===== src/pwrseq_pkg.sv =====
// Shared constants and carrier types for the tuner power-up and DC offset sequencer.
// Assumes one 20 MHz reference clock and an 8-bit plain register port.
package pwrseq_pkg;

  // Clock and sequencer timing
  localparam int CLK_PERIOD_NS    = 50;
  localparam int TICK_NS          = 1000;
  localparam int TICK_CYCLES      = TICK_NS / CLK_PERIOD_NS;
  localparam int PLL_SETTLE_US    = 1500;
  localparam int CAL_TIME_US      = 450;
  localparam int CAL_LIMIT_US     = 500;
  localparam int PLL_SETTLE_TICKS = PLL_SETTLE_US * 1000 / TICK_NS;
  localparam int CAL_TIME_TICKS   = CAL_TIME_US * 1000 / TICK_NS;
  localparam int CAL_LIMIT_CYCLES = CAL_LIMIT_US * 1000 / CLK_PERIOD_NS;

  // Widths
  localparam int ADDR_W   = 4;
  localparam int DATA_W   = 8;
  localparam int CNT_W    = 12;
  localparam int DIV_W    = 5;
  localparam int SYNC_W   = 2;
  localparam int BLOCKS   = 7;

  // Register offsets
  localparam logic [3:0] REG_SHUTDOWN = 4'h0;
  localparam logic [3:0] REG_VCO      = 4'h1;
  localparam logic [3:0] REG_DC       = 4'h2;
  localparam logic [3:0] REG_STATUS   = 4'h3;
  localparam logic [3:0] REG_BB       = 4'hA;

  // Field positions
  localparam int SD_REF_BIT     = 7;
  localparam int DC_THRESH_LSB  = 0;
  localparam int DC_SPEED_LSB   = 2;
  localparam int DC_MODE_LSB    = 4;
  localparam int SYNC_HW_BIT    = 0;
  localparam int SYNC_CAL_BIT   = 1;

  // Reset values and special codes
  localparam logic [7:0] SHUTDOWN_RST = 8'h00;
  localparam logic [1:0] VCO_RST      = 2'h0;
  localparam logic [5:0] DC_RST       = 6'h00;
  localparam logic [3:0] BB_RST       = 4'h0;
  localparam logic [7:0] SD_ALL_OFF   = 8'hFF;
  localparam logic [1:0] CODE_OFF     = 2'h0;
  localparam logic [6:0] SYNTH_MASK   = 7'h01;
  localparam logic [6:0] ALL_MASK     = 7'h7F;

  // Sequencer states
  typedef enum logic [1:0] {
    ST_OFF    = 2'b00,
    ST_PLL    = 2'b01,
    ST_CAL    = 2'b10,
    ST_ACTIVE = 2'b11
  } seq_state_t;

  // Register port request
  typedef struct packed {
    logic [3:0] addr;
    logic [7:0] wdata;
    logic       wr;
    logic       rd;
  } bus_req_t;

  // Controls toward the analog blocks
  typedef struct packed {
    logic [6:0] block_en;
    logic [1:0] vco_mode;
    logic [1:0] offset_mode_sel;
    logic [1:0] offset_speed_sel;
    logic [1:0] offset_threshold_sel;
    logic       corr_run;
    logic       corr_fast;
    logic       gain_override;
    logic       ref_clock_out_en;
    logic [3:0] bb_cutoff_code;
  } ctl_out_t;

endpackage


===== src/tuner_powerup_dc_sequencer.sv =====
// Power-up sequencer, hardware/software shutdown and DC offset correction control.
// Assumes a host writes the control fields over the plain register port and drives both pins.
//
// Design decisions made here: strobed register access and the address map.
`timescale 1ns/1ps
`default_nettype none

// Notes on behaviour
// - Two-bit threshold select picks one of four correction thresholds.
// - Two-bit speed select sets correction speed and highpass corner.
// - Speed code 00 holds the correction value and stops correcting.
// - Shutdown pin low disables everything except the reference buffer control.
// - Registers survive hardware shutdown and take effect again on exit.
// - Each shutdown bit kills one block; full off needs 0xFF, 00, 00.
// - Select low at shutdown exit: synthesiser first, then signal path.
// - Second step overrides both gain voltages and correction within 0.5 ms.
// - After correction, programmed state returns; whole sequence near 2 ms.
// - Speed 00 before exit gives one calibration, then correction stays off.
// - Select high powers all blocks at once; speed 00 never calibrates.
// - Select level matters only at shutdown exit.
// - Reference buffer output follows the reference-off bit.
module tuner_powerup_dc_sequencer
(
  // Clock and reset
  input  wire logic                 clk_sys_i,
  input  wire logic                 rst_n_i,
  // External pins
  input  wire logic                 hw_shutdown_n_i,
  input  wire logic                 auto_cal_select_n_i,
  // Register port
  input  wire pwrseq_pkg::bus_req_t bus_i,
  output logic [7:0]                rdata_o,
  // Analog controls and status
  output var pwrseq_pkg::ctl_out_t  ctl_o,
  output logic                      seq_busy_o
);

  ////////////////////////////////////////////////////////////////////////////
  // State

  typedef struct packed {
    logic [7:0]             shutdown;
    logic [1:0]             vco_ctl;
    logic [5:0]             dc_ctl;
    logic [3:0]             bb;
    pwrseq_pkg::seq_state_t st;
    logic                   cal_once;
    logic                   tstart;
    logic [11:0]            tload;
    logic [7:0]             rdata;
    logic                   busy;
    pwrseq_pkg::ctl_out_t   out;
  } seq_core_t;

  seq_core_t c_q;
  seq_core_t c_d;

  logic [1:0] pin_lvl;
  logic       hw_on;
  logic       cal_sel_n;
  logic       tdone;
  logic [1:0] speed_d;
  logic [1:0] mode_d;
  logic [6:0] allow;
  logic       sw_full;

  ////////////////////////////////////////////////////////////////////////////
  // Pin synchronisers and step timer

  level_sync u_sync
  (
    .clk_sys_i (clk_sys_i),
    .rst_n_i   (rst_n_i),
    .pin_i     ({auto_cal_select_n_i, hw_shutdown_n_i}),
    .level_o   (pin_lvl)
  );

  assign hw_on     = pin_lvl[pwrseq_pkg::SYNC_HW_BIT];
  assign cal_sel_n = pin_lvl[pwrseq_pkg::SYNC_CAL_BIT];

  step_timer u_timer
  (
    .clk_sys_i (clk_sys_i),
    .rst_n_i   (rst_n_i),
    .start_i   (c_q.tstart),
    .ticks_i   (c_q.tload),
    .done_o    (tdone)
  );

  ////////////////////////////////////////////////////////////////////////////
  // Next-state logic

  // Registers only change on writes, never on shutdown, so settings come back on exit
  always_comb
  begin
    c_d        = c_q;
    c_d.tstart = 1'b0;
    c_d.rdata  = 8'h00;
    speed_d    = 2'h0;
    mode_d     = 2'h0;
    allow      = 7'h00;
    sw_full    = 1'b0;

    // Register writes; unmapped offsets are ignored
    if (bus_i.wr)
    begin
      unique case (bus_i.addr)
        pwrseq_pkg::REG_SHUTDOWN: c_d.shutdown = bus_i.wdata;
        pwrseq_pkg::REG_VCO:      c_d.vco_ctl  = bus_i.wdata[1:0];
        pwrseq_pkg::REG_DC:       c_d.dc_ctl   = bus_i.wdata[5:0];
        pwrseq_pkg::REG_BB:       c_d.bb       = bus_i.wdata[3:0];
        default:                  c_d.bb       = c_q.bb;
      endcase
    end

    // Full software shutdown seen by status
    sw_full = (c_q.shutdown == pwrseq_pkg::SD_ALL_OFF) && (c_q.vco_ctl == pwrseq_pkg::CODE_OFF)
              && (c_q.dc_ctl[pwrseq_pkg::DC_MODE_LSB +: 2] == pwrseq_pkg::CODE_OFF);

    // Reads answer next cycle; unmapped reads return zero
    if (bus_i.rd)
    begin
      unique case (bus_i.addr)
        pwrseq_pkg::REG_SHUTDOWN: c_d.rdata = c_q.shutdown;
        pwrseq_pkg::REG_VCO:      c_d.rdata = {6'h00, c_q.vco_ctl};
        pwrseq_pkg::REG_DC:       c_d.rdata = {2'h0, c_q.dc_ctl};
        pwrseq_pkg::REG_STATUS:   c_d.rdata = {2'h0, sw_full, hw_on, c_q.cal_once, 1'b0, c_q.st};
        pwrseq_pkg::REG_BB:       c_d.rdata = {4'h0, c_q.bb};
        default:                  c_d.rdata = 8'h00;
      endcase
    end

    // Sequencer; the select pin is consulted only when leaving OFF
    unique case (c_q.st)
      pwrseq_pkg::ST_OFF:
      begin
        if (hw_on)
        begin
          if (!cal_sel_n)
          begin
            c_d.st     = pwrseq_pkg::ST_PLL;
            c_d.tstart = 1'b1;
            c_d.tload  = 12'(pwrseq_pkg::PLL_SETTLE_TICKS);
          end
          else
            c_d.st = pwrseq_pkg::ST_ACTIVE;
        end
      end
      pwrseq_pkg::ST_PLL:
      begin
        if (!hw_on)
          c_d.st = pwrseq_pkg::ST_OFF;
        else if (tdone)
        begin
          c_d.st     = pwrseq_pkg::ST_CAL;
          c_d.tstart = 1'b1;
          c_d.tload  = 12'(pwrseq_pkg::CAL_TIME_TICKS);
        end
      end
      pwrseq_pkg::ST_CAL:
      begin
        if (!hw_on)
          c_d.st = pwrseq_pkg::ST_OFF;
        else if (tdone)
        begin
          c_d.st       = pwrseq_pkg::ST_ACTIVE;
          c_d.cal_once = 1'b1;
        end
      end
      pwrseq_pkg::ST_ACTIVE:
      begin
        if (!hw_on)
          c_d.st = pwrseq_pkg::ST_OFF;
      end
    endcase

    // Outputs follow the next state so they line up with the state register
    speed_d = c_d.dc_ctl[pwrseq_pkg::DC_SPEED_LSB +: 2];
    mode_d  = c_d.dc_ctl[pwrseq_pkg::DC_MODE_LSB +: 2];
    unique case (c_d.st)
      pwrseq_pkg::ST_OFF:    allow = 7'h00;
      pwrseq_pkg::ST_PLL:    allow = pwrseq_pkg::SYNTH_MASK;
      pwrseq_pkg::ST_CAL:    allow = pwrseq_pkg::ALL_MASK;
      pwrseq_pkg::ST_ACTIVE: allow = pwrseq_pkg::ALL_MASK;
    endcase
    c_d.busy                     = (c_d.st == pwrseq_pkg::ST_PLL) || (c_d.st == pwrseq_pkg::ST_CAL);
    c_d.out.block_en             = ~c_d.shutdown[6:0] & allow;
    c_d.out.vco_mode             = (c_d.st == pwrseq_pkg::ST_OFF) ? pwrseq_pkg::CODE_OFF : c_d.vco_ctl;
    c_d.out.offset_mode_sel      = (c_d.st == pwrseq_pkg::ST_OFF) ? pwrseq_pkg::CODE_OFF : mode_d;
    c_d.out.offset_speed_sel     = speed_d;
    c_d.out.offset_threshold_sel = c_d.dc_ctl[pwrseq_pkg::DC_THRESH_LSB +: 2];
    c_d.out.gain_override        = (c_d.st == pwrseq_pkg::ST_CAL);
    c_d.out.corr_fast            = (c_d.st == pwrseq_pkg::ST_CAL);
    // Hold code freezes the correction value, even right after a one-time calibration
    c_d.out.corr_run             = (c_d.st == pwrseq_pkg::ST_CAL)
                                   || ((c_d.st == pwrseq_pkg::ST_ACTIVE) && (speed_d != pwrseq_pkg::CODE_OFF)
                                       && (mode_d != pwrseq_pkg::CODE_OFF));
    // Reference buffer ignores the shutdown pin on purpose: the demodulator may still need it
    c_d.out.ref_clock_out_en     = ~c_d.shutdown[pwrseq_pkg::SD_REF_BIT];
    c_d.out.bb_cutoff_code       = c_d.bb;
  end

  ////////////////////////////////////////////////////////////////////////////
  // State register

  always_ff @(posedge clk_sys_i or negedge rst_n_i)
  begin
    if (!rst_n_i)
    begin
      c_q          <= '0;
      c_q.shutdown <= pwrseq_pkg::SHUTDOWN_RST;
      c_q.vco_ctl  <= pwrseq_pkg::VCO_RST;
      c_q.dc_ctl   <= pwrseq_pkg::DC_RST;
      c_q.bb       <= pwrseq_pkg::BB_RST;
      c_q.st       <= pwrseq_pkg::ST_OFF;
      c_q.out.ref_clock_out_en <= 1'b1;
    end
    else
      c_q <= c_d;
  end

  assign rdata_o    = c_q.rdata;
  assign ctl_o      = c_q.out;
  assign seq_busy_o = c_q.busy;

  ////////////////////////////////////////////////////////////////////////////
  // Checks

  localparam int CAL_LIMIT = pwrseq_pkg::CAL_LIMIT_CYCLES;
  localparam int CAL_MIN   = pwrseq_pkg::CAL_TIME_TICKS * pwrseq_pkg::TICK_CYCLES;

  logic [13:0] cal_cyc_q;

  // Cycles spent in the calibration step, for the time bound
  always_ff @(posedge clk_sys_i or negedge rst_n_i)
  begin
    if (!rst_n_i)
      cal_cyc_q <= 14'h0000;
    else if (c_q.st == pwrseq_pkg::ST_CAL)
      cal_cyc_q <= cal_cyc_q + 14'h0001;
    else
      cal_cyc_q <= 14'h0000;
  end
endmodule

`default_nettype wire


===== src/level_sync.sv =====
// Three-stage synchroniser for the external shutdown and calibration-select pins.
// Assumes pins are asynchronous to clk_sys_i; a change counts once stages two and three agree.
`timescale 1ns/1ps
`default_nettype none

module level_sync
(
  // Clock and reset
  input  wire logic                          clk_sys_i,
  input  wire logic                          rst_n_i,
  // Pins and filtered levels
  input  wire logic [pwrseq_pkg::SYNC_W-1:0] pin_i,
  output logic      [pwrseq_pkg::SYNC_W-1:0] level_o
);

  typedef struct packed {
    logic [pwrseq_pkg::SYNC_W-1:0] ff1;
    logic [pwrseq_pkg::SYNC_W-1:0] ff2;
    logic [pwrseq_pkg::SYNC_W-1:0] ff3;
    logic [pwrseq_pkg::SYNC_W-1:0] lvl;
  } sync_state_t;

  sync_state_t s_q;
  sync_state_t s_d;

  // Level follows only where stages two and three agree, so a late glitch never lands
  always_comb
  begin
    s_d     = s_q;
    s_d.ff1 = pin_i;
    s_d.ff2 = s_q.ff1;
    s_d.ff3 = s_q.ff2;
    s_d.lvl = (s_q.ff2 & s_q.ff3) | (s_q.lvl & (s_q.ff2 | s_q.ff3));
  end

  // Reset reads as shutdown asserted
  always_ff @(posedge clk_sys_i or negedge rst_n_i)
  begin
    if (!rst_n_i)
      s_q <= '0;
    else
      s_q <= s_d;
  end

  assign level_o = s_q.lvl;

endmodule

`default_nettype wire


===== src/step_timer.sv =====
// Step timer: a 1 us tick divider and a down counter of ticks.
// Assumes start_i is a one-cycle pulse; a new start reloads a running count.
`timescale 1ns/1ps
`default_nettype none

module step_timer
(
  // Clock and reset
  input  wire logic                         clk_sys_i,
  input  wire logic                         rst_n_i,
  // Control
  input  wire logic                         start_i,
  input  wire logic [pwrseq_pkg::CNT_W-1:0] ticks_i,
  output logic                              done_o
);

  localparam logic [pwrseq_pkg::DIV_W-1:0] DIV_LAST = pwrseq_pkg::DIV_W'(pwrseq_pkg::TICK_CYCLES - 1);

  typedef struct packed {
    logic [pwrseq_pkg::DIV_W-1:0] div;
    logic [pwrseq_pkg::CNT_W-1:0] cnt;
    logic                         busy;
    logic                         done;
  } timer_state_t;

  timer_state_t t_q;
  timer_state_t t_d;

  // Divider restarts with each start so every step lasts whole ticks
  always_comb
  begin
    t_d      = t_q;
    t_d.done = 1'b0;
    if (start_i)
    begin
      t_d.div  = '0;
      t_d.cnt  = ticks_i;
      t_d.busy = 1'b1;
    end
    else if (t_q.busy)
    begin
      if (t_q.div == DIV_LAST)
      begin
        t_d.div = '0;
        if (t_q.cnt <= 12'h001)
        begin
          t_d.busy = 1'b0;
          t_d.done = 1'b1;
        end
        else
          t_d.cnt = t_q.cnt - 12'h001;
      end
      else
        t_d.div = t_q.div + 5'h01;
    end
  end

  // State register
  always_ff @(posedge clk_sys_i or negedge rst_n_i)
  begin
    if (!rst_n_i)
      t_q <= '0;
    else
      t_q <= t_d;
  end

  assign done_o = t_q.done;

endmodule

`default_nettype wire


===== config.mk =====
export PLATFORM = sky130hd
export DESIGN_NAME = tuner_powerup_dc_sequencer
export DESIGN_NICKNAME = d
export VERILOG_FILES = /design/src/pwrseq_pkg.sv /design/src/tuner_powerup_dc_sequencer.sv /design/src/level_sync.sv /design/src/step_timer.sv
export SDC_FILE = /design/constraint.sdc
export NUM_CORES = 1
export LEC_CHECK = 0
export ABC_AREA = 1
export BUFFER_PORTS_ARGS = -buffer_cell sky130_fd_sc_hd__buf_4
export CAP_MARGIN = 10
export CORE_MARGIN = 3
export CORE_UTILIZATION = 61
export DETAILED_ROUTE_END_ITERATION = 10
export GPL_TIMING_DRIVEN = 0
export PLACE_DENSITY = 0.84
export SLEW_MARGIN = 20
export SYNTH_ARGS = -nofsm -noshare
export SYNTH_HDL_FRONTEND = slang
export SYNTH_SLANG_ARGS = --single-unit

===== constraint.sdc =====
create_clock -name clk_sys_i -period 2.93 [get_ports clk_sys_i]
set_input_delay 0.586 -clock clk_sys_i [delete_from_list [all_inputs] [get_ports clk_sys_i]]
set_output_delay 0.586 -clock clk_sys_i [all_outputs]
set_load 0.03 [all_outputs]

==> results of run 1 <==
-- registers in the layout, indices dropped and copies added, names as in the netlist --
name	count
rdata_o	8
u_sync.s_q	2
u_timer.done_o	1
c_q	21
u_timer.t_q	18
u_sync.s_d	4
seq_busy_o	1
u_sync.level_o	2
ctl_o	20
-- worst max path at each step --
stage,to,cells after the start,from,slack [ns]
6_report,ctl_o[22],10,u_sync.level_o[0],1.02
5_1_grt,ctl_o[22],10,u_sync.level_o[0],0.78
4_1_cts,ctl_o[19],10,u_sync.level_o[0],0.98
3_5_place_dp,ctl_o[19],10,u_sync.level_o[0],1.0
3_3_place_gp,ctl_o[19],10,u_sync.level_o[0],1.04
2_1_floorplan,ctl_o[17],10,u_sync.level_o[0],1.39
-- area by class of cell --
class	count	share of cell area, %
Clock inverter	3	1.590
Sequential cell	77	44.55
Inverter	56	4.857
Multi-Input combinational cell	253	29.00
Tap cell	72	2.082
Clock buffer	13	3.440
Buffer	34	5.984
Timing Repair Buffer	49	8.500
-- routing by layer --
layer	vias up	GRT usage [%]
li1	1418	-
met1	1362	28.48
met2	87	39.43
met3	22	3.770
met4	0	13.08
met5	-	0
-- synthesized netlist by cell type (all sizes together) (2+ instances only) --
| cell type | n | area share (%) |
|---|---|---|
| maj3 | 2 | 0.55 |
| dfrtp | 76 | 52 |
| ha | 4 | 1.4 |
| nor2 | 50 | 5.6 |
| or2 | 3 | 0.51 |
| xnor2 | 2 | 0.48 |
| o21ai | 27 | 4.2 |
| buf | 33 | 7.0 |
| a21oi | 7 | 1.1 |
| nand2 | 101 | 11 |
| nand3 | 29 | 4.0 |
| inv | 55 | 5.7 |
| nand4 | 4 | 0.69 |
| o211ai | 2 | 0.41 |
| xor2 | 4 | 0.96 |
| a211oi | 2 | 0.41 |
| nor3 | 8 | 1.2 |
-- power breakdown --
part | total (mW) | switching [mW] | internal, mW
logic | 1.23 | 0.730 | 0.503
registers | 1.47 | 0.178 | 1.29
clock network | 0.883 | 0.377 | 0.506
-- cells by family after synthesis --
kind of cell | count (synthesis) | synth area share [%]
buffers and inverters | 90 | 12.85
and+or+nand+nor | 197 | 23.54
AOI/OAI and AO/OA | 44 | 7.468
adders and majority gates | 6 | 1.919
DFF | 77 | 52.79
xor gates and xnor gates | 6 | 1.439
-- worst max-delay path, cell delays in order, from the launching register on --
cell and delay, ns:
dfrtp_1 0.44, inv_2 0.12, a21oi_1 0.18, o21ai_1 0.09, nand2_1 0.08, inv_1 0.04, nor2_1 0.10, inv_1 0.06
ha_1 0.21, nor2_1 0.37, nor2_1 0.09
-- metrics by stage --
step | hold slack [ns] | utilization (%) | setup WS, ns | total power, mW
after floorplan | 0.2904 | - | 1.389 | 2.351
after global placement | 0.3345 | 72.85 | 1.039 | 2.657
after detailed placement | 0.3358 | 72.85 | 0.9971 | 2.704
after CTS | 0.3323 | 76.71 | 0.9788 | 3.590
after global routing | 0.3361 | 76.71 | 0.7792 | 3.813
final | 0.3483 | 76.71 | 1.016 | 3.584
==> flow_metrics.py, run 1 <==
metrics = {
    "floorplanning": {
        "ioPinCount": 50,
        "die-area_sq_um": 6951,
        "die_h_microns": 83.38,
        "core_area_sq_um": 5642,
        "die_x_microns": 83.38,
        "rows": 27,
        "start_util_pct": 64.74,
    },
    "detailed_routing": {
        "wl_met3_microns": 341,
        "top_layer": "met4",
        "wl_met1_microns": 3156,
        "viasPerCell": 5.187,
        "ant_nets": 0,
        "firstDrtPassIters": 4,
        "routed_wirelength_microns": 7501,
        "drc": 0,
        "wl_met2_microns": 3753,
        "vias": 2889,
        "drt-initial-drc-count": 201,
        "wl_per_cell_microns": 13.47,
    },
    "layout": {
        "area_growth_pct": 18.50,
        "fin_cells": 557,
        "ff_latch_area_sq_um": 1928,
        "final.fill_count": 395,
        "final_nets": 502,
        "final_area_sq_um": 4328,
        "drive_gt1_share_pct": 27.22,
        "final_cell_mix": "nand2_1, buf_4, dfrtp_1",
        "multi_input_area_sq_um": 1255,
        "final_common_cell": "nand2_1",
        "antenna_cells": 0,
    },
    "clock_tree": {
        "cts_tree": "done",
        "clockRootBuffer": "clkbuf_8",
        "cts_buffers": 9,
        "clock_latency_ns": 0.35,
        "clockBufferDepth": 2,
        "clk_pin_slew_ns": 0.07,
        "hold_buffers": 0,
        "ctsResizeCount": 0,
        "cts_setup_buffers": 0,
        "htreeDepth": 3,
        "clock-sinks": 77,
    },
    "critical_path": {
        "cp-end-kind": "flop",
        "reg2reg_depth": 10,
        "rr_endpoint": "ctl_o[22]",
        "reg2reg_from": "u_sync.level_o[0]",
        "cp.required_ns": 3.15,
        "regToRegSetupSlack_ns": 1.02,
        "crit_path_start_kind": "flop",
        "crit_arrival_ns": 2.13,
        "cp_max_fo": 9,
        "worstSetupPathType": "flop to flop",
    },
    "logic_synthesis": {
        "synthArstFlopShare_pct": 100.0,
        "yosysSeqAreaShare_pct": 52.79,
        "synth_warnings": 0,
        "ys_seq_elements": 77,
        "synth.net_count": 442,
        "synth_area_sq_um": 3652,
        "synth_enable_flop_cells": 0,
        "synth.distinct_cells": 38,
        "synth_ff_type": "dfrtp_1",
        "syn_inst": 420,
        "syn_area_per_cell_sq_um": 8.696,
    },
    "global_route": {
        "grt.overflow.total": 0,
        "antenna_found_initial": 0,
        "grt_pass1_vias": 2865,
        "grt_max_degree": 78,
        "grt_pass1_wl_microns": 13050,
        "grt_use_total_pct": 23.37,
    },
    "sta": {
        "fmax_mhz": 522.5,
        "relSlewSlack_pct": 37.96,
        "fin_crit_ns": 1.914,
        "skew_ns": 0.008375,
        "finalHoldViolCount": 0,
        "setup_viol": 0,
        "finalMaxSlewViolations": 0,
        "fin_setup_tns_ns": 0,
        "fin_crit_sh_pct": 65.31,
        "tightestPinTransition_ns": 0.9307,
        "rsz0062_at_grt": "no",
    },
    "placed_design": {
        "dp_hpwl_microns": 5339,
        "dp.cells": 541,
        "place_area_sq_um": 4110,
        "gp_congestion": 0.9703,
        "io_buffers": 49,
    },
    "outcome": {
        "status": "finished, final reports clean",
    },
    "pwr": {
        "peakVddDrop_mv": 0.6622,
        "power_density_nw_per_um2": 828.1,
        "p_leak_nw": 2.269,
    },
    "hold_path": {
        "min_to": "u_sync.s_d[4]",
        "hold_depth": 1,
        "min_from": "hw_shutdown_n_i",
        "hold_class": "input pin to flop",
    },
    "run": {
        "max_cap_viol_count": 0,
    },
}
(Power assumes the default switching activity.)
==> inputs of run 2 (changes only) <==
--- a/config.mk
+++ b/config.mk
@@ -9,10 +9,10 @@
 export BUFFER_PORTS_ARGS = -buffer_cell sky130_fd_sc_hd__buf_4
 export CAP_MARGIN = 10
 export CORE_MARGIN = 3
-export CORE_UTILIZATION = 61
+export CORE_UTILIZATION = 57
 export DETAILED_ROUTE_END_ITERATION = 10
 export GPL_TIMING_DRIVEN = 0
-export PLACE_DENSITY = 0.84
+export PLACE_DENSITY = 0.79
 export SLEW_MARGIN = 20
 export SYNTH_ARGS = -nofsm -noshare
 export SYNTH_HDL_FRONTEND = slang
==> constraint.sdc (replaced) <==
create_clock -name clk_sys_i -period 1.91 [get_ports clk_sys_i]
set_input_delay 0.382 -clock clk_sys_i [delete_from_list [all_inputs] [get_ports clk_sys_i]]
set_output_delay 0.382 -clock clk_sys_i [all_outputs]
set_load 0.03 [all_outputs]
==> run 2 against run 1 <==
Combinational power up 54%. Non-clock buffer count unchanged. Register-to-register slack worse by 0.80 ns. Fmax up 13%. Hold slack worse by 0.20 ns. Wire length down 2.1%. Clock skew about the same. Via count down 1.8%. Count of clock-buffer cells in the layout down 3.
==> flow_metrics.py, run 2 (synthesized netlist as in run 1, its figures left out) <==
metrics = {
    "placed_design": {
        "place_area_sq_um": 4114,
        "dp_hpwl_microns": 5620,
        "dp.cells": 544,
        "gp_congestion": 0.9454,
        "io_buffers": 49,
    },
    "critical_path": {
        "path_buf_inv": 3,
        "cp_max_fo": 9,
        "reg2reg_depth": 10,
        "cpPeakStageDelay_ns": 0.42,
        "reg2reg_from": "u_sync.level_o[0]",
        "rr_endpoint": "ctl_o[17]",
        "cp_cell_sequence": "inv_2 > a21oi_1 > o21ai_1 > nand2_1 > inv_1 > nor2_1 > inv_1 > ha_1 > nor2_4 > nor2_1",
        "worstSetupPathType": "flop to flop",
        "worst-path-stages": 10,
        "crit_arrival_ns": 1.92,
        "crit_path_start_kind": "flop",
        "cp-end-kind": "flop",
        "crit_slowest_cell": "dfrtp_2",
        "regToRegSetupSlack_ns": 0.22,
        "cp.required_ns": 2.13,
        "cp_top_family": "simple AND/OR/NAND/NOR gates",
    },
    "detailed_routing": {
        "ant_nets": 0,
        "drc": 0,
        "routed_wirelength_microns": 7343,
        "vias": 2837,
        "wl_per_cell_microns": 13.11,
        "firstDrtPassIters": 4,
        "viasPerCell": 5.066,
        "drt-initial-drc-count": 139,
    },
    "sta": {
        "setup_viol": 0,
        "finalHoldViolCount": 0,
        "fmax_mhz": 590.1,
        "tightestPinTransition_ns": 0.9346,
        "relSlewSlack_pct": 37.70,
        "skew_ns": 0.008324,
        "finalMaxSlewViolations": 0,
        "fin_crit_sh_pct": 88.72,
        "fin_setup_tns_ns": 0,
        "rsz0062_at_grt": "no",
        "fin_crit_ns": 1.695,
    },
    "pwr": {
        "p_leak_nw": 2.248,
        "p_total_mw": 5.202,
        "power_density_nw_per_um2": 1212,
        "peakVddDrop_mv": 0.8025,
    },
    "clock_tree": {
        "clk_pin_slew_ns": 0.07,
        "hold_buffers": 0,
        "cts_buffers": 9,
        "cts_setup_buffers": 0,
        "clockBufferDepth": 2,
        "htreeDepth": 3,
        "clock_latency_ns": 0.34,
        "clock-sinks": 77,
        "clockRootBuffer": "clkbuf_8",
        "cts_tree": "done",
    },
    "outcome": {
        "status": "finished, final reports clean",
    },
    "layout": {
        "final_nets": 502,
        "post-route-util_pct": 70.79,
        "drive_gt1_share_pct": 28.04,
        "fin_cells": 560,
        "regMostFlops": "c_q",
        "largest_reg_flops": 21,
        "antenna_cells": 0,
        "final_common_cell": "nand2_1",
        "final_cell_mix": "nand2_1, buf_4, dfrtp_1",
        "area_growth_pct": 17.47,
        "final_area_sq_um": 4290,
    },
    "global_route": {
        "antenna_found_initial": 0,
        "grt_pass1_vias": 2875,
        "grt.overflow.total": 0,
        "grt_max_degree": 78,
        "grt_pass1_wl_microns": 12940,
        "grt_use_total_pct": 22.19,
    },
    "floorplanning": {
        "die_x_microns": 86.05,
        "die-area_sq_um": 7404,
        "die_h_microns": 86.05,
        "rows": 28,
        "core_area_sq_um": 6061,
        "ioPinCount": 50,
        "start_util_pct": 60.26,
    },
    "hold_path": {
        "hold_depth": 1,
        "min_from": "auto_cal_select_n_i",
        "min_to": "u_sync.s_d[5]",
        "hold_class": "input pin to flop",
    },
    "run": {
        "max_cap_viol_count": 0,
    },
}
[run 2: worst max-delay path by stage]
stage | slack (ns) | startpoint | to
global route | 0.02 | u_sync.level_o[0] | ctl_o[20]
CTS | 0.06 | u_sync.level_o[0] | ctl_o[19]
global placement | 0.02 | u_sync.level_o[0] | ctl_o[19]
finish | 0.22 | u_sync.level_o[0] | ctl_o[17]
floorplan | 0.37 | u_sync.level_o[0] | ctl_o[17]
detailed placement | -0.04 | u_sync.level_o[0] | ctl_o[19]
[run 2: layout make-up]
cell class                      count  area [sq um]
Inverter                           56         210.2
Multi-Input combinational cell    253          1262
Tap cell                           75         93.84
Fill cell                         480          1770
Clock buffer                       10         127.6
Clock inverter                      6         40.04
Sequential cell                    77          1929
Buffer                             34         259.0
Timing Repair Buffer               49         367.9
[run 2: metrics by stage]
stage	worst slack (ns)	hold WS (ns)
global placement	0.02427	0.3331
global route	0.02500	0.1249
finish	0.2154	0.1467
floorplan	0.3693	0.08641
CTS	0.06024	0.1289
detailed placement	-0.04475	0.3420
[run 2: routing by layer]
layer / global-route usage (%) / part of all wire, % / vias up
met5: 0 / 0 / -
met1: 27.00 / 42 / 1342
met3: 4.995 / 5.1 / 13
met4: 8.345 / 1.9 / 0
li1: - / - / 1414
met2: 38.40 / 51 / 68
[run 2: timing repair]
item,4_1_cts,5_1_grt
gates cloned,0,0
resized for setup,1,2
pin swaps,0,1
endpoints found under the setup margin,6,6
[run 2: worst reg2reg max path, cell delays in order (launching register included)]
cell and delay, ns:
dfrtp_2 0.42, inv_2 0.10, a21oi_1 0.17, o21ai_1 0.09, nand2_1 0.08, inv_1 0.04, nor2_1 0.12, inv_1 0.06
ha_1 0.24, nor2_4 0.18, nor2_1 0.07
[run 2: report_power, final]
part           switching (mW)  leakage (nW)  internal, mW
sequential              0.276         0.950          1.98
combinational            1.12          1.21         0.779
clock                   0.584        0.0860         0.469
total                    1.98          2.25          3.23
==> inputs of run 3 (changes only) <==
==> constraint.sdc (replaced) <==
create_clock -name clk_sys_i -period 1.8 [get_ports clk_sys_i]
set_input_delay 0.36 -clock clk_sys_i [delete_from_list [all_inputs] [get_ports clk_sys_i]]
set_output_delay 0.36 -clock clk_sys_i [all_outputs]
set_load 0.03 [all_outputs]
==> run 3 against run 2 <==
Sequential share of layout area is 0.20 points lower. First-iteration DRC count fell by 17%. Worst setup slack worse by 0.068 ns. Cell count increased by 0.36%. Global-route usage is the same. Critical path type unchanged.
==> flow_metrics.py, run 3 (synthesized netlist as in run 1, its figures left out) <==
metrics = {
    "sta": {
        "fmax_mhz": 605.0,
        "fin_crit_sh_pct": 91.83,
        "finalMaxSlewViolations": 0,
        "setup_ws_ns": 0.1471,
        "finalHoldViolCount": 0,
        "skew_ns": 0.006581,
        "fin_crit_ns": 1.653,
        "relSlewSlack_pct": 37.31,
        "setup_viol": 0,
        "tightestPinTransition_ns": 0.9404,
    },
    "critical_path": {
        "crit_arrival_ns": 1.88,
        "cpPeakStageDelay_ns": 0.39,
        "cp_top_family": "simple AND/OR/NAND/NOR gates",
        "path_buf_inv": 1,
        "cp_cell_sequence": "inv_1 > ha_1 > nor2_1 > nor2_1 > nand2_1 > nand2_4 > nand2_2 > nand2_1 > o21ai_1",
        "cp_max_fo": 10,
        "crit_path_start_kind": "flop",
        "cp-end-kind": "flop",
        "crit_slowest_cell": "dfrtp_1",
        "cp.required_ns": 2.03,
        "worstSetupPathType": "flop to flop",
    },
    "floorplanning": {
        "ioPinCount": 50,
        "start_util_pct": 60.26,
        "core_area_sq_um": 6061,
        "die_h_microns": 86.05,
        "die-area_sq_um": 7404,
        "rows": 28,
        "die_x_microns": 86.05,
    },
    "detailed_routing": {
        "viasPerCell": 5.046,
        "wl_per_cell_microns": 13.21,
        "drt-initial-drc-count": 115,
        "drc": 0,
        "ant_nets": 0,
        "vias": 2836,
        "routed_wirelength_microns": 7426,
        "firstDrtPassIters": 4,
    },
    "run": {
        "max_cap_viol_count": 0,
    },
    "placed_design": {
        "io_buffers": 49,
        "place_ws_ns": -0.1547,
        "dp_hpwl_microns": 5620,
        "gp_congestion": 0.9454,
    },
    "hold_path": {
        "hold_class": "input pin to flop",
    },
    "global_route": {
        "grt_pass1_wl_microns": 12940,
        "grt_use_total_pct": 22.19,
        "grt_max_degree": 78,
        "antenna_found_initial": 0,
        "grt.overflow.total": 0,
        "grt_pass1_vias": 2875,
    },
    "layout": {
        "final_common_cell": "nand2_1",
        "area_growth_pct": 17.99,
        "post-route-util_pct": 71.10,
        "regMostFlops": "c_q",
        "final.fill_count": 476,
        "drive_gt1_share_pct": 28.54,
        "final_nets": 504,
        "largest_reg_flops": 21,
        "antenna_cells": 0,
        "final_cell_mix": "nand2_1, buf_4, dfrtp_1",
    },
    "clock_tree": {
        "clock-sinks": 77,
        "cts_buffers": 9,
        "clock_latency_ns": 0.34,
        "htreeDepth": 3,
        "cts_tree": "done",
        "clockBufferDepth": 2,
        "clk_pin_slew_ns": 0.07,
        "clockRootBuffer": "clkbuf_8",
    },
    "pwr": {
        "power_density_nw_per_um2": 1284,
        "p_leak_nw": 2.258,
        "peakVddDrop_mv": 0.8533,
    },
    "outcome": {
        "status": "finished, final reports clean",
    },
}
run 3: cell types whose count changed in the layout (fill, tap and decap cells not counted), sizes merged:
cell  before  now
buf       82   84
run 3: cell type report:
cell class / instances / area, sq um / share of cell area, %
Buffer: 34 / 259.0 / 6.010
Multi-Input combinational cell: 253 / 1266 / 29.38
Timing Repair Buffer: 51 / 382.9 / 8.885
Sequential cell: 77 / 1929 / 44.77
Clock buffer: 10 / 127.6 / 2.962
Inverter: 56 / 210.2 / 4.878
Tap cell: 75 / 93.84 / 2.178
Clock inverter: 6 / 40.04 / 0.9292
run 3: per-stage QoR:
stage | power [mW] | cell area (sq um) | std cells | hold slack, ns | setup TNS (ns)
floorplan | 3.827 | 3652 | 420 | 0.06441 | 0
global placement | 4.330 | 4114 | 544 | 0.3331 | -0.3668
detailed placement | 4.425 | 4114 | 544 | 0.3420 | -0.8263
CTS | 5.559 | 4289 | 560 | 0.1069 | 0
global route | 5.911 | 4309 | 562 | 0.1029 | -0.02609
finish | 5.533 | 4309 | 562 | 0.1224 | 0
run 3: path summary, 6_finish.rpt:
kind	from	end	slack (ns)	cells after the start
worst max-delay path	u_timer.t_q[3]	u_timer.t_q[8]	0.15	9
worst min-delay path	auto_cal_select_n_i	u_sync.s_d[5]	0.12	1
worst max register to register	u_timer.t_q[3]	u_timer.t_q[8]	0.15	9
worst min register to register	u_sync.s_d[4]	u_sync.s_d[2]	0.36	0
max in group asynchronous	rst_n_i	u_sync.level_o[0]	0.97	1
min in group asynchronous	rst_n_i	ctl_o[0]	0.14	1
run 3: worst register-to-register path: cells and delay by family (launching register included):
family,cells,cell delay (ns)
compound gates,1,0.07
fa+ha+maj,1,0.25
buf+inv,1,0.11
flops,1,0.39
simple gates,6,0.71
run 3: repair_timing:
item,4_1_cts,5_1_grt
setup endpoints to repair,6,6
resized for setup,2,2
pin swaps,0,1
hold buffers,0,0
buffers inserted,0,2
run 3: per-layer routing:
layer / up-vias / GRT usage, % / part of all wire (%)
met4: 0 / 8.345 / 1.5
met5: - / 0 / 0
li1: 1416 / - / -
met3: 12 / 4.995 / 4.9
met2: 64 / 38.40 / 51
met1: 1344 / 27.00 / 43
run 3: report_power, final:
group / leakage, nW / switching [mW] / internal, mW
combinational: 1.22 / 1.19 / 0.833
sequential: 0.950 / 0.292 / 2.10
clock: 0.0860 / 0.623 / 0.498
total: 2.26 / 2.10 / 3.43
